--- src/pkg/partial_display_pkg.sv ---
// Constants, types and helpers shared by the partial-display line selector
package partial_display_pkg;

  // ----------------------------------------------------------------
  // Register offsets (byte addresses)
  // ----------------------------------------------------------------
  localparam logic [3:0] OFS_FIRST_AREA  = 4'h0;
  localparam logic [3:0] OFS_SECOND_AREA = 4'h4;
  localparam logic [3:0] OFS_CONTROL     = 4'h8;
  localparam logic [3:0] OFS_STATUS      = 4'hC;

  // ----------------------------------------------------------------
  // Field positions
  // ----------------------------------------------------------------
  localparam int START_LSB     = 0;
  localparam int END_LSB       = 8;
  localparam int ENABLE2_BIT   = 0;
  localparam int BLANK_SEL_LSB = 1;
  localparam int COUNT_LSB     = 8;
  localparam int ST_LINE_LSB   = 0;
  localparam int ST_GATE_BIT   = 8;
  localparam int ST_BAD_BIT    = 9;
  localparam int ST_BADSEL_BIT = 10;
  localparam int ST_MODE_LSB   = 11;

  // ----------------------------------------------------------------
  // Reset values
  // ----------------------------------------------------------------
  localparam logic [7:0] FIRST_START_RST  = 8'h00;
  localparam logic [7:0] FIRST_END_RST    = 8'hEF;
  localparam logic [7:0] SECOND_START_RST = 8'h00;
  localparam logic [7:0] SECOND_END_RST   = 8'h00;
  localparam logic [7:0] COUNT_RST        = 8'hEF;
  localparam logic [1:0] BLANK_SEL_RST    = 2'h0;

  // ----------------------------------------------------------------
  // Enumerations
  // ----------------------------------------------------------------
  typedef enum logic [1:0] {
    MODE_FULL    = 2'b00,
    MODE_PARTIAL = 2'b01,
    MODE_BAD     = 2'b10
  } mode_t;

  typedef enum logic [2:0] {
    SRC_DATA   = 3'b000,
    SRC_TOP    = 3'b001,
    SRC_BOTTOM = 3'b010,
    SRC_GND    = 3'b011,
    SRC_HIZ    = 3'b100
  } src_t;

  localparam logic [1:0] SEL_GRAY    = 2'b00;
  localparam logic [1:0] SEL_ILLEGAL = 2'b01;
  localparam logic [1:0] SEL_GND     = 2'b10;
  localparam logic [1:0] SEL_HIZ     = 2'b11;

  // ----------------------------------------------------------------
  // Helpers
  // ----------------------------------------------------------------
  function automatic logic in_area(input logic [7:0] line, input logic [7:0] s, input logic [7:0] e);
    in_area = (line >= s) && (line <= e);
  endfunction : in_area

  function automatic logic [8:0] span_len(input logic [7:0] s, input logic [7:0] e);
    span_len = {1'b0, e} - {1'b0, s};
  endfunction : span_len

  // Illegal code 01 falls back to ground, the least stressful level
  function automatic src_t blank_src(input logic [1:0] sel, input logic positive);
    case (sel)
      SEL_GRAY: blank_src = positive ? SRC_TOP : SRC_BOTTOM;
      SEL_GND:  blank_src = SRC_GND;
      SEL_HIZ:  blank_src = SRC_HIZ;
      default: blank_src = SRC_GND;
    endcase
  endfunction : blank_src

endpackage : partial_display_pkg

--- src/pkg/line_class_if.sv ---
// Carrier between the line scanner and the line classifier
`timescale 1ns/1ps
interface line_class_if;
  import partial_display_pkg::*;
  logic [7:0] line;
  logic [7:0] first_area_start_line;
  logic [7:0] first_area_end_line;
  logic [7:0] second_area_start_line;
  logic [7:0] second_area_end_line;
  logic [7:0] driven_line_count;
  logic       second_area_enable;
  logic       displayed;
  mode_t      mode;

  modport requester (
    output line, first_area_start_line, first_area_end_line, second_area_start_line,
    output second_area_end_line, driven_line_count, second_area_enable,
    input  displayed, mode
  );
  modport classifier (
    input  line, first_area_start_line, first_area_end_line, second_area_start_line,
    input  second_area_end_line, driven_line_count, second_area_enable,
    output displayed, mode
  );
endinterface : line_class_if

--- src/logic/line_classifier.sv ---
// Decides whether one gate line lies in a displayed area
`timescale 1ns/1ps
module line_classifier (
  line_class_if.classifier cls
);
  import partial_display_pkg::*;

  logic [8:0] total;
  logic       in_first;
  logic       in_second;
  logic       in_whole;

  always_comb begin
    in_first  = in_area(cls.line, cls.first_area_start_line, cls.first_area_end_line);
    in_second = in_area(cls.line, cls.second_area_start_line, cls.second_area_end_line);
    in_whole  = in_area(cls.line, cls.first_area_start_line, cls.second_area_end_line);
    total     = span_len(cls.first_area_start_line, cls.first_area_end_line);
    if (cls.second_area_enable) begin
      total = total + span_len(cls.second_area_start_line, cls.second_area_end_line);
    end
    if (total > {1'b0, cls.driven_line_count}) begin
      cls.mode = MODE_BAD;
    end else if (total == {1'b0, cls.driven_line_count}) begin
      cls.mode = MODE_FULL;
    end else begin
      cls.mode = MODE_PARTIAL;
    end
    // A setting the panel cannot honour blanks every line rather than guess
    case (cls.mode)
      MODE_FULL:    cls.displayed = cls.second_area_enable ? in_whole : in_first;
      MODE_PARTIAL: cls.displayed = in_first || (cls.second_area_enable && in_second);
      default:      cls.displayed = 1'b0;
    endcase
  end

endmodule : line_classifier

--- src/logic/partial_display_line_select.sv ---
// Partial-display line selector with AHB-Lite configuration registers
//
// Summary of operation
// - With second area disabled, its bounds are ignored; only first area shows.
// - Two areas whose lengths sum to line count: show first start to second end.
// - Two areas summing below line count: show areas, blank level elsewhere.
// - Two-bit select picks blank source level: gray refs, ground or high impedance.
// - Only gate lines inside displayed areas are driven.
// - First area from first start/end fields, second from second fields.
// - Second area counts only while its enable bit is one.
`timescale 1ns/1ps
module partial_display_line_select #(
  parameter int LINES = 240
) (
  input  wire logic                             hclk,
  input  wire logic                             hresetn,
  input  wire logic                             hsel,
  input  wire logic [31:0]                      haddr,
  input  wire logic [1:0]                       htrans,
  input  wire logic                             hwrite,
  input  wire logic [2:0]                       hsize,
  input  wire logic [31:0]                      hwdata,
  input  wire logic                             hready,
  output logic                                  hreadyout,
  output logic                                  hresp,
  output logic [31:0]                           hrdata,
  input  wire logic                             line_tick,
  input  wire logic                             positive_polarity,
  output logic                                  gate_on,
  output partial_display_pkg::src_t             source_level,
  output logic [7:0]                            line_index
);
  import partial_display_pkg::*;

  localparam logic [7:0] LAST_LINE = 8'(LINES - 1);

  typedef struct packed {
    logic [7:0]  s1;
    logic [7:0]  e1;
    logic [7:0]  s2;
    logic [7:0]  e2;
    logic [7:0]  count;
    logic        en2;
    logic [1:0]  bsel;
    logic        wr_pend;
    logic [3:0]  wr_addr;
    logic [31:0] rdata;
    logic        readyout;
    logic [7:0]  line;
    logic        pol_s1;
    logic        pol_s2;
    logic        tick_s1;
    logic        tick_s2;
    logic        tick_s3;
    logic        gate;
    src_t        src;
    logic [7:0]  out_line;
  } state_t;

  state_t st;
  state_t next_st;

  line_class_if cls ();

  line_classifier u_classifier (
    .cls (cls)
  );

  assign cls.line                   = st.line;
  assign cls.first_area_start_line  = st.s1;
  assign cls.first_area_end_line    = st.e1;
  assign cls.second_area_start_line = st.s2;
  assign cls.second_area_end_line   = st.e2;
  assign cls.driven_line_count      = st.count;
  assign cls.second_area_enable     = st.en2;

  // ----------------------------------------------------------------
  // Register read decode
  // ----------------------------------------------------------------
  function automatic logic [31:0] reg_read(input state_t s, input logic [3:0] a, input mode_t m);
    reg_read = 32'h0000_0000;
    case (a)
      OFS_FIRST_AREA: begin
        reg_read[START_LSB +: 8] = s.s1;
        reg_read[END_LSB +: 8]   = s.e1;
      end
      OFS_SECOND_AREA: begin
        reg_read[START_LSB +: 8] = s.s2;
        reg_read[END_LSB +: 8]   = s.e2;
      end
      OFS_CONTROL: begin
        reg_read[ENABLE2_BIT]       = s.en2;
        reg_read[BLANK_SEL_LSB +: 2] = s.bsel;
        reg_read[COUNT_LSB +: 8]    = s.count;
      end
      OFS_STATUS: begin
        reg_read[ST_LINE_LSB +: 8] = s.out_line;
        reg_read[ST_GATE_BIT]      = s.gate;
        reg_read[ST_BAD_BIT]       = (m == MODE_BAD);
        reg_read[ST_BADSEL_BIT]    = (s.bsel == SEL_ILLEGAL);
        reg_read[ST_MODE_LSB +: 2] = m;
      end
      default: reg_read = 32'h0000_0000;
    endcase
  endfunction : reg_read

  // ----------------------------------------------------------------
  // Next state
  // ----------------------------------------------------------------
  always_comb begin
    next_st          = st;
    next_st.readyout = 1'b1;
    // Zero-wait slave: a write lands at the end of its data phase
    if (st.wr_pend) begin
      case (st.wr_addr)
        OFS_FIRST_AREA: begin
          next_st.s1 = hwdata[START_LSB +: 8];
          next_st.e1 = hwdata[END_LSB +: 8];
        end
        OFS_SECOND_AREA: begin
          next_st.s2 = hwdata[START_LSB +: 8];
          next_st.e2 = hwdata[END_LSB +: 8];
        end
        OFS_CONTROL: begin
          next_st.en2   = hwdata[ENABLE2_BIT];
          next_st.bsel  = hwdata[BLANK_SEL_LSB +: 2];
          next_st.count = hwdata[COUNT_LSB +: 8];
        end
        default: next_st.count = st.count;
      endcase
    end
    next_st.wr_pend = 1'b0;
    if (hsel && htrans[1] && hready) begin
      next_st.wr_pend = hwrite;
      next_st.wr_addr = {haddr[3:2], 2'b00};
      next_st.rdata   = hwrite ? 32'h0000_0000 : reg_read(st, {haddr[3:2], 2'b00}, cls.mode);
    end
    // Pins from the panel timing side pass two flops before use
    next_st.pol_s1  = positive_polarity;
    next_st.pol_s2  = st.pol_s1;
    next_st.tick_s1 = line_tick;
    next_st.tick_s2 = st.tick_s1;
    next_st.tick_s3 = st.tick_s2;
    if (st.tick_s2 && !st.tick_s3) begin
      next_st.line = (st.line >= LAST_LINE) ? 8'h00 : st.line + 8'h01;
    end
    next_st.gate     = cls.displayed;
    next_st.src      = cls.displayed ? SRC_DATA : blank_src(st.bsel, st.pol_s2);
    next_st.out_line = st.line;
  end

  always_ff @(posedge hclk or negedge hresetn) begin
    if (!hresetn) begin
      st          <= '0;
      st.s1       <= FIRST_START_RST;
      st.e1       <= FIRST_END_RST;
      st.s2       <= SECOND_START_RST;
      st.e2       <= SECOND_END_RST;
      st.count    <= COUNT_RST;
      st.bsel     <= BLANK_SEL_RST;
      st.src      <= SRC_BOTTOM;
      st.readyout <= 1'b1;
    end else begin
      st <= next_st;
    end
  end

  assign hreadyout    = st.readyout;
  assign hresp        = 1'b0;
  assign hrdata       = st.rdata;
  assign gate_on      = st.gate;
  assign source_level = st.src;
  assign line_index   = st.out_line;

  logic [8:0] chk_sum;
  logic       chk_in1;
  logic       chk_in2;
  logic       chk_span;
  assign chk_sum  = span_len(st.s1, st.e1) + (st.en2 ? span_len(st.s2, st.e2) : 9'h000);
  assign chk_in1  = in_area(st.line, st.s1, st.e1);
  assign chk_in2  = in_area(st.line, st.s2, st.e2);
  assign chk_span = in_area(st.line, st.s1, st.en2 ? st.e2 : st.e1);
endmodule : partial_display_line_select

--- config.mk ---
export PLATFORM = sky130hd
export DESIGN_NAME = partial_display_line_select
export DESIGN_NICKNAME = d
export VERILOG_FILES = /design/src/pkg/partial_display_pkg.sv /design/src/pkg/line_class_if.sv /design/src/logic/line_classifier.sv /design/src/logic/partial_display_line_select.sv
export SDC_FILE = /design/constraint.sdc
export NUM_CORES = 1
export LEC_CHECK = 0
export ABC_AREA = 1
export BUFFER_PORTS_ARGS = -buffer_cell sky130_fd_sc_hd__buf_2
export CAP_MARGIN = 30
export CORE_MARGIN = 3
export CORE_UTILIZATION = 57
export CTS_BUF_LIST = sky130_fd_sc_hd__clkbuf_2 sky130_fd_sc_hd__clkbuf_4 sky130_fd_sc_hd__clkbuf_8
export CTS_CLUSTER_SIZE = 12
export DETAILED_ROUTE_END_ITERATION = 8
export MAX_ROUTING_LAYER = met4
export PLACE_DENSITY = 0.92
export REMOVE_ABC_BUFFERS = 1
export SETUP_SLACK_MARGIN = 0.15
export SLEW_MARGIN = 10
export SYNTH_ARGS = -nofsm -noshare
export SYNTH_HDL_FRONTEND = slang
export SYNTH_SLANG_ARGS = --single-unit
--- constraint.sdc ---
create_clock -name hclk -period 5.66 [get_ports hclk]
set_clock_uncertainty 0.1 [all_clocks]
set_input_delay 0.566 -clock hclk [delete_from_list [all_inputs] [get_ports hclk]]
set_output_delay 0.566 -clock hclk [all_outputs]
set_load 0.005 [all_outputs]
# Word level (Yosys, flattened, before mapping)
# Index checks and enable logic that the tools add are counted.
# op_classes
addsub	4
order_cmp	6
eq_ne	10
muxes	15
reduce_logical	16
# op_table
cell	count
$mux 37	1
$pmux 5 s4	1
$sub 8x8->9	2
$ge 8x8->1	2
$le 8x8->1	2
$mux 16	1
$pmux 5 s3	1
$pmux 3 s4	1
$eq 2x2->1 const B	5
$add 9x9->9	1
$eq 9x8->1	1
$gt 9x8->1	1
$mux 9	1
$pmux 3 s3	1
$add 8x1->8 const B	1
$eq 2x1->1 const B	4
$ge 8x8->1 const B	1
$mux 8	1
$logic_and 1x1->1	7
$logic_not 2->1	3
$pmux 3 s2	1
$reduce_and 2->1	3
$logic_not 4->1	1
$mux 2	2
5 further kinds	6
# word_totals
ff_bits	103
in_bits	76
output_inout_bits	46
elab_cells	70

# Longest topological paths before layout
# depth
depth_word	10
depth_mapped	30
mapped_depth_nobuf	30

# Modules after synthesis
# From an unflattened synthesis, not the netlist that was laid out.
# hier_totals
cells_unflattened	799
area_unflattened_um2	6128.4
# by_module_without_submodules
module	instances	cells_per_inst	area_per_inst_um2
partial_display_line_select	1	469	3980.1
line_classifier	1	330	2148.3

# Least setup slack after synthesis
# Ideal clock, no wire load.
# synth_timing
path_kind	register -> register
startpoint	register st, in the netlist cls.first_area_end_line[0]
endpoint	register st, in the netlist source_level[0]
setup_time_ns	0.122
arrival_ns	4.155
setup_slack_ns	1.283
path_stages_with_launch	23
n_path_buf	0
synth_period_minus_slack_ns	4.377
cell_sequence	dfstp_2 > inv_1 > ha_1 > fa_1 > nand3b_1 > nand2_1 > a31oi_1 > xor2_1 > fa_1 > inv_1 > ha_1 > a21oi_1 > o211ai_1 > xor2_1 > nand2_1 > o21ai_0 > ha_1 > nand2_1 > nor4_1 > nand3_2 > nand3b_4 > nand2_4 > nor2_2
# synth_lines
element	line	rtl
from (decl)	partial_display_line_select.sv:60	state_t st;
from (signal assigned)	partial_display_line_select.sv:164	st <= next_st;

# Worst setup path after layout
# layout_timing
startpoint	register st, in the netlist cls.first_area_end_line[0]
endpoint	register st, in the netlist hrdata[9]
# layout_between
elab_chain_len	9
word_cells_on_any_way	10
cone_classes	add/sub: 2; order compare: 1; eq/ne: 2; mux: 5
# layout_lines
element	line	rtl
$sub 8x8->9 (*)	partial_display_pkg.sv:66	span_len = {1'b0, e} - {1'b0, s};
$add 9x9->9	line_classifier.sv:19	total = total + span_len(cls.second_area_start_line, cls.second_area_end_line);
$mux 9 (*)	line_classifier.sv:18	if (cls.second_area_enable) begin
branches (longest 2 deep; another with $gt 9x8->1)	--	
$mux 2 (*)	line_classifier.sv:21	if (total > {1'b0, cls.driven_line_count}) begin
$eq 2x2->1 (*)	partial_display_line_select.sv:99	reg_read[ST_BAD_BIT] = (m == MODE_BAD);
$pmux 5 s4 (*)	partial_display_line_select.sv:82	case (a)
$mux 16 (*)	partial_display_line_select.sv:136	next_st.rdata = hwrite ? 32'h0000_0000 : reg_read(st, {haddr[3:2], 2'b00}, cls.mode);
# Mark *: on every way between the ends.
# A chain may end at the register's enable or synchronous reset.

==> out/results.txt <==
Startpoint Class: flip-flop
Clock root cell: clkbuf_8
Async SR Flop Fraction: 100%
Vias: 4912
CP Class: flip-flop to flip-flop
Peak Freq: 0.204 GHz
Final number of setup-violating endpoints: 0
WL/cell: 16.0 µm
Clock share of power: 11.4%
P&R area growth vs syn: 6.44%
Maxcap violations: 0
P_sw: 1940 µW
Dpl ws: 797 ps
Final hold violations: 0
Detail Route Antenna Nets: 0
Routed vias/inst: 5.55
Reg-to-reg startpoint: cls.first_area_end_line[0]
Post-synth EDFFs: 0
Number of hold buffers added after CTS: 0
Combinational fraction of design power: 62.8%
PostCTS Resize Cnt: 0
Share of the synthesized area in the top cell type: 30.7%
H-tree Lvls: 3
Maximum VDD drop: 0.317 mV
Global route overflow: 0
Hold crit path type: primary input to async pin
RSZ-0062 raised after global routing: false
First drt pass iteration count: 5
Crit share post-route: 86.5%
R2R setup slack: 770 ps
Initial antenna violation count: 0
Vias in the first global route: 4849
Ant diodes: 0
Total global-route track usage: 26.0%
Drc violations: 0
Status: finished clean
Final wirelength: 14.1 mm
Synth Flop Type: dfrtp_1
Area of the die: 11600 µm²
CTS tree: done
Distinct cells, synth: 41
Crit path max fanout: 4
Leakage: 0.00346 µW
RR Endpoint: hrdata[9]
Synth top area cells: dfrtp_1 (31%), ha_1 (12%), nand2_1 (10%)
Final worst setup slack: 765 ps
Worst Tran Pin Value: 781 ps
Netlist Area Pre-Place: 5870 µm²
Clock Latency Late Sink: 360 ps
Total Power: 3930 µW
Worst EP arrival: 5060 ps
Clk slew on worst S/H paths: 90 ps
Fraction of layout cells with a size suffix above 1: 14.4%
Seq cells post-synth: 87
Slew HR: 47.8%
GP Congestion: 0.955
Setup TNS: 0 ps
Crit path time final: 4890 ps
Sequential power share: 25.9%
Slew Viols, Final: 0
Cells after Synth: 723
Core area: 9910 µm²
Initial core utilization: 59.3%
CP Capture Type: flip-flop
Commonest non-fill, non-tap cell in the layout: nand2_1
Initial DRC count: 559
PwrDens: 629 nW/µm²
Net Sw Frac: 49.4%
Port Buffers: 53
TritonCTS buffer count: 9
First-pass GRT wire length: 22.9 mm
Clock Tree Buf Depth: 2
Mapped Avg Cell Area: 8.12 µm²
Die width: 107 µm
Syn. warnings: 0
Chip Height: 107 µm
Row count: 36
Setup Buffers After CTS: 0
Register area share after synthesis: 37.4%
Largest net degree at the start of global routing: 59
Commonest non-fill, non-tap cells in the layout: nand2_1 (157), inv_1 (116), o21ai_0 (76), dfrtp_1 (72), ha_1 (58)
Utilization after layout: 63.1%
DP HPWL: 10.7 mm
FF-to-FF path depth: 23
# IOs: 122
Req. time, crit path: 5820 ps
Layout Nets: 890
Dominant cell type by area after synthesis: dfrtp_1
Internal: 1990 µW
Clk sinks: 87
-- state kept, by name, summed over array words and instances (netlist names) --
signal / cells
cls.driven_line_count: 8
cls.first_area_end_line: 8
cls.first_area_start_line: 8
cls.line: 8
cls.second_area_enable: 1
cls.second_area_end_line: 8
cls.second_area_start_line: 8
gate_on: 1
hrdata: 16
line_index: 8
next_st: 3
source_level: 3
st: 7
-- cell usage after synthesis, drive strengths merged, types with 9 or more instances --
cell	n
o21ai	77
clkbuf	12
fa	9
nor2	36
a221oi	9
ha	58
buf	49
nand3	21
inv	116
a21oi	39
dfrtp	72
nand2	161
dfstp	15
-- per-stage QoR --
| step | cells | cell area (µm²) | hold WS, ps |
|---|---|---|---|
| after global routing | 885 | 6250 | 34.8 |
| after global placement | 866 | 5980 | 232 |
| after floorplan | 678 | 5530 | 170 |
| after CTS | 884 | 6220 | 22.7 |
| after detailed placement | 868 | 6020 | 248 |
| final | 885 | 6250 | 16.4 |
-- per-layer routing --
layer | global-route usage (%) | part of all wire [%] | vias up
met3 | 4.98 | 7.4 | 54
met5 | - | 0 | -
met2 | 42.3 | 49 | 206
met4 | 11.7 | 3.8 | 0
met1 | 31.7 | 40 | 2321
li1 | - | - | 2331
-- critical path: stages (launching register included) --
cell and delay [ps]:
dfstp_2 580, inv_1 50, ha_1 210, fa_1 400
xor2_1 210, fa_1 500, inv_1 40, ha_1 330
a21o_1 170, a31oi_1 250, or2_2 180, nand2_1 50
nand2_1 70, nand3b_1 80, nand3_1 100, o21ai_0 130
ha_1 380, nand2_1 70, nor4_1 400, nand3_2 130
nand3_1 170, nand2_1 70, nand2_1 70, nand2_1 50
-- final cells by class --
type / count / area, µm²
clock inverters: 6 / 68.8
well taps: 133 / 166
inverters: 116 / 435
repair buffers: 58 / 353
multi-input cells: 475 / 2900
fillers: 822 / 3660
flip-flops and latches: 87 / 2200
clock buffers: 10 / 131
-- worst max-delay path by stage --
stage | cells past startpoint | slack (ps) | end | start
CTS | 23 | 780 | hrdata[9] | cls.first_area_end_line[0]
finish | 23 | 770 | hrdata[9] | cls.first_area_end_line[0]
detailed placement | 23 | 800 | hrdata[9] | cls.first_area_end_line[0]
global route | 23 | 450 | hrdata[9] | cls.first_area_end_line[0]
global placement | 23 | 840 | hrdata[9] | cls.first_area_end_line[0]
floorplan | 22 | 1270 | source_level[0] | cls.first_area_end_line[0]
-- cells by family (layout without fill, tap and decap cells) --
kind of cell	count (synthesis)	count (layout)	share of synthesized area, %
buf+inv	177	190	14.3
xor+xnor	12	12	1.79
compound gates	142	142	13.4
other cells	2	18	0.128
flops	87	87	37.4
simple gates	236	236	17.6
fa+ha+maj	67	67	15.4
-- power groups by stage --
stage	Combinational [µW]	Clock, µW	Sequential (µW)
final	2470	447	1020
after global routing	2800	477	1040
after CTS	2430	452	1010
after detailed placement	2390	0	1020
after global placement	2280	0	1010
after floorplan	1840	0	962
Power figures use the tool's default switching activity.
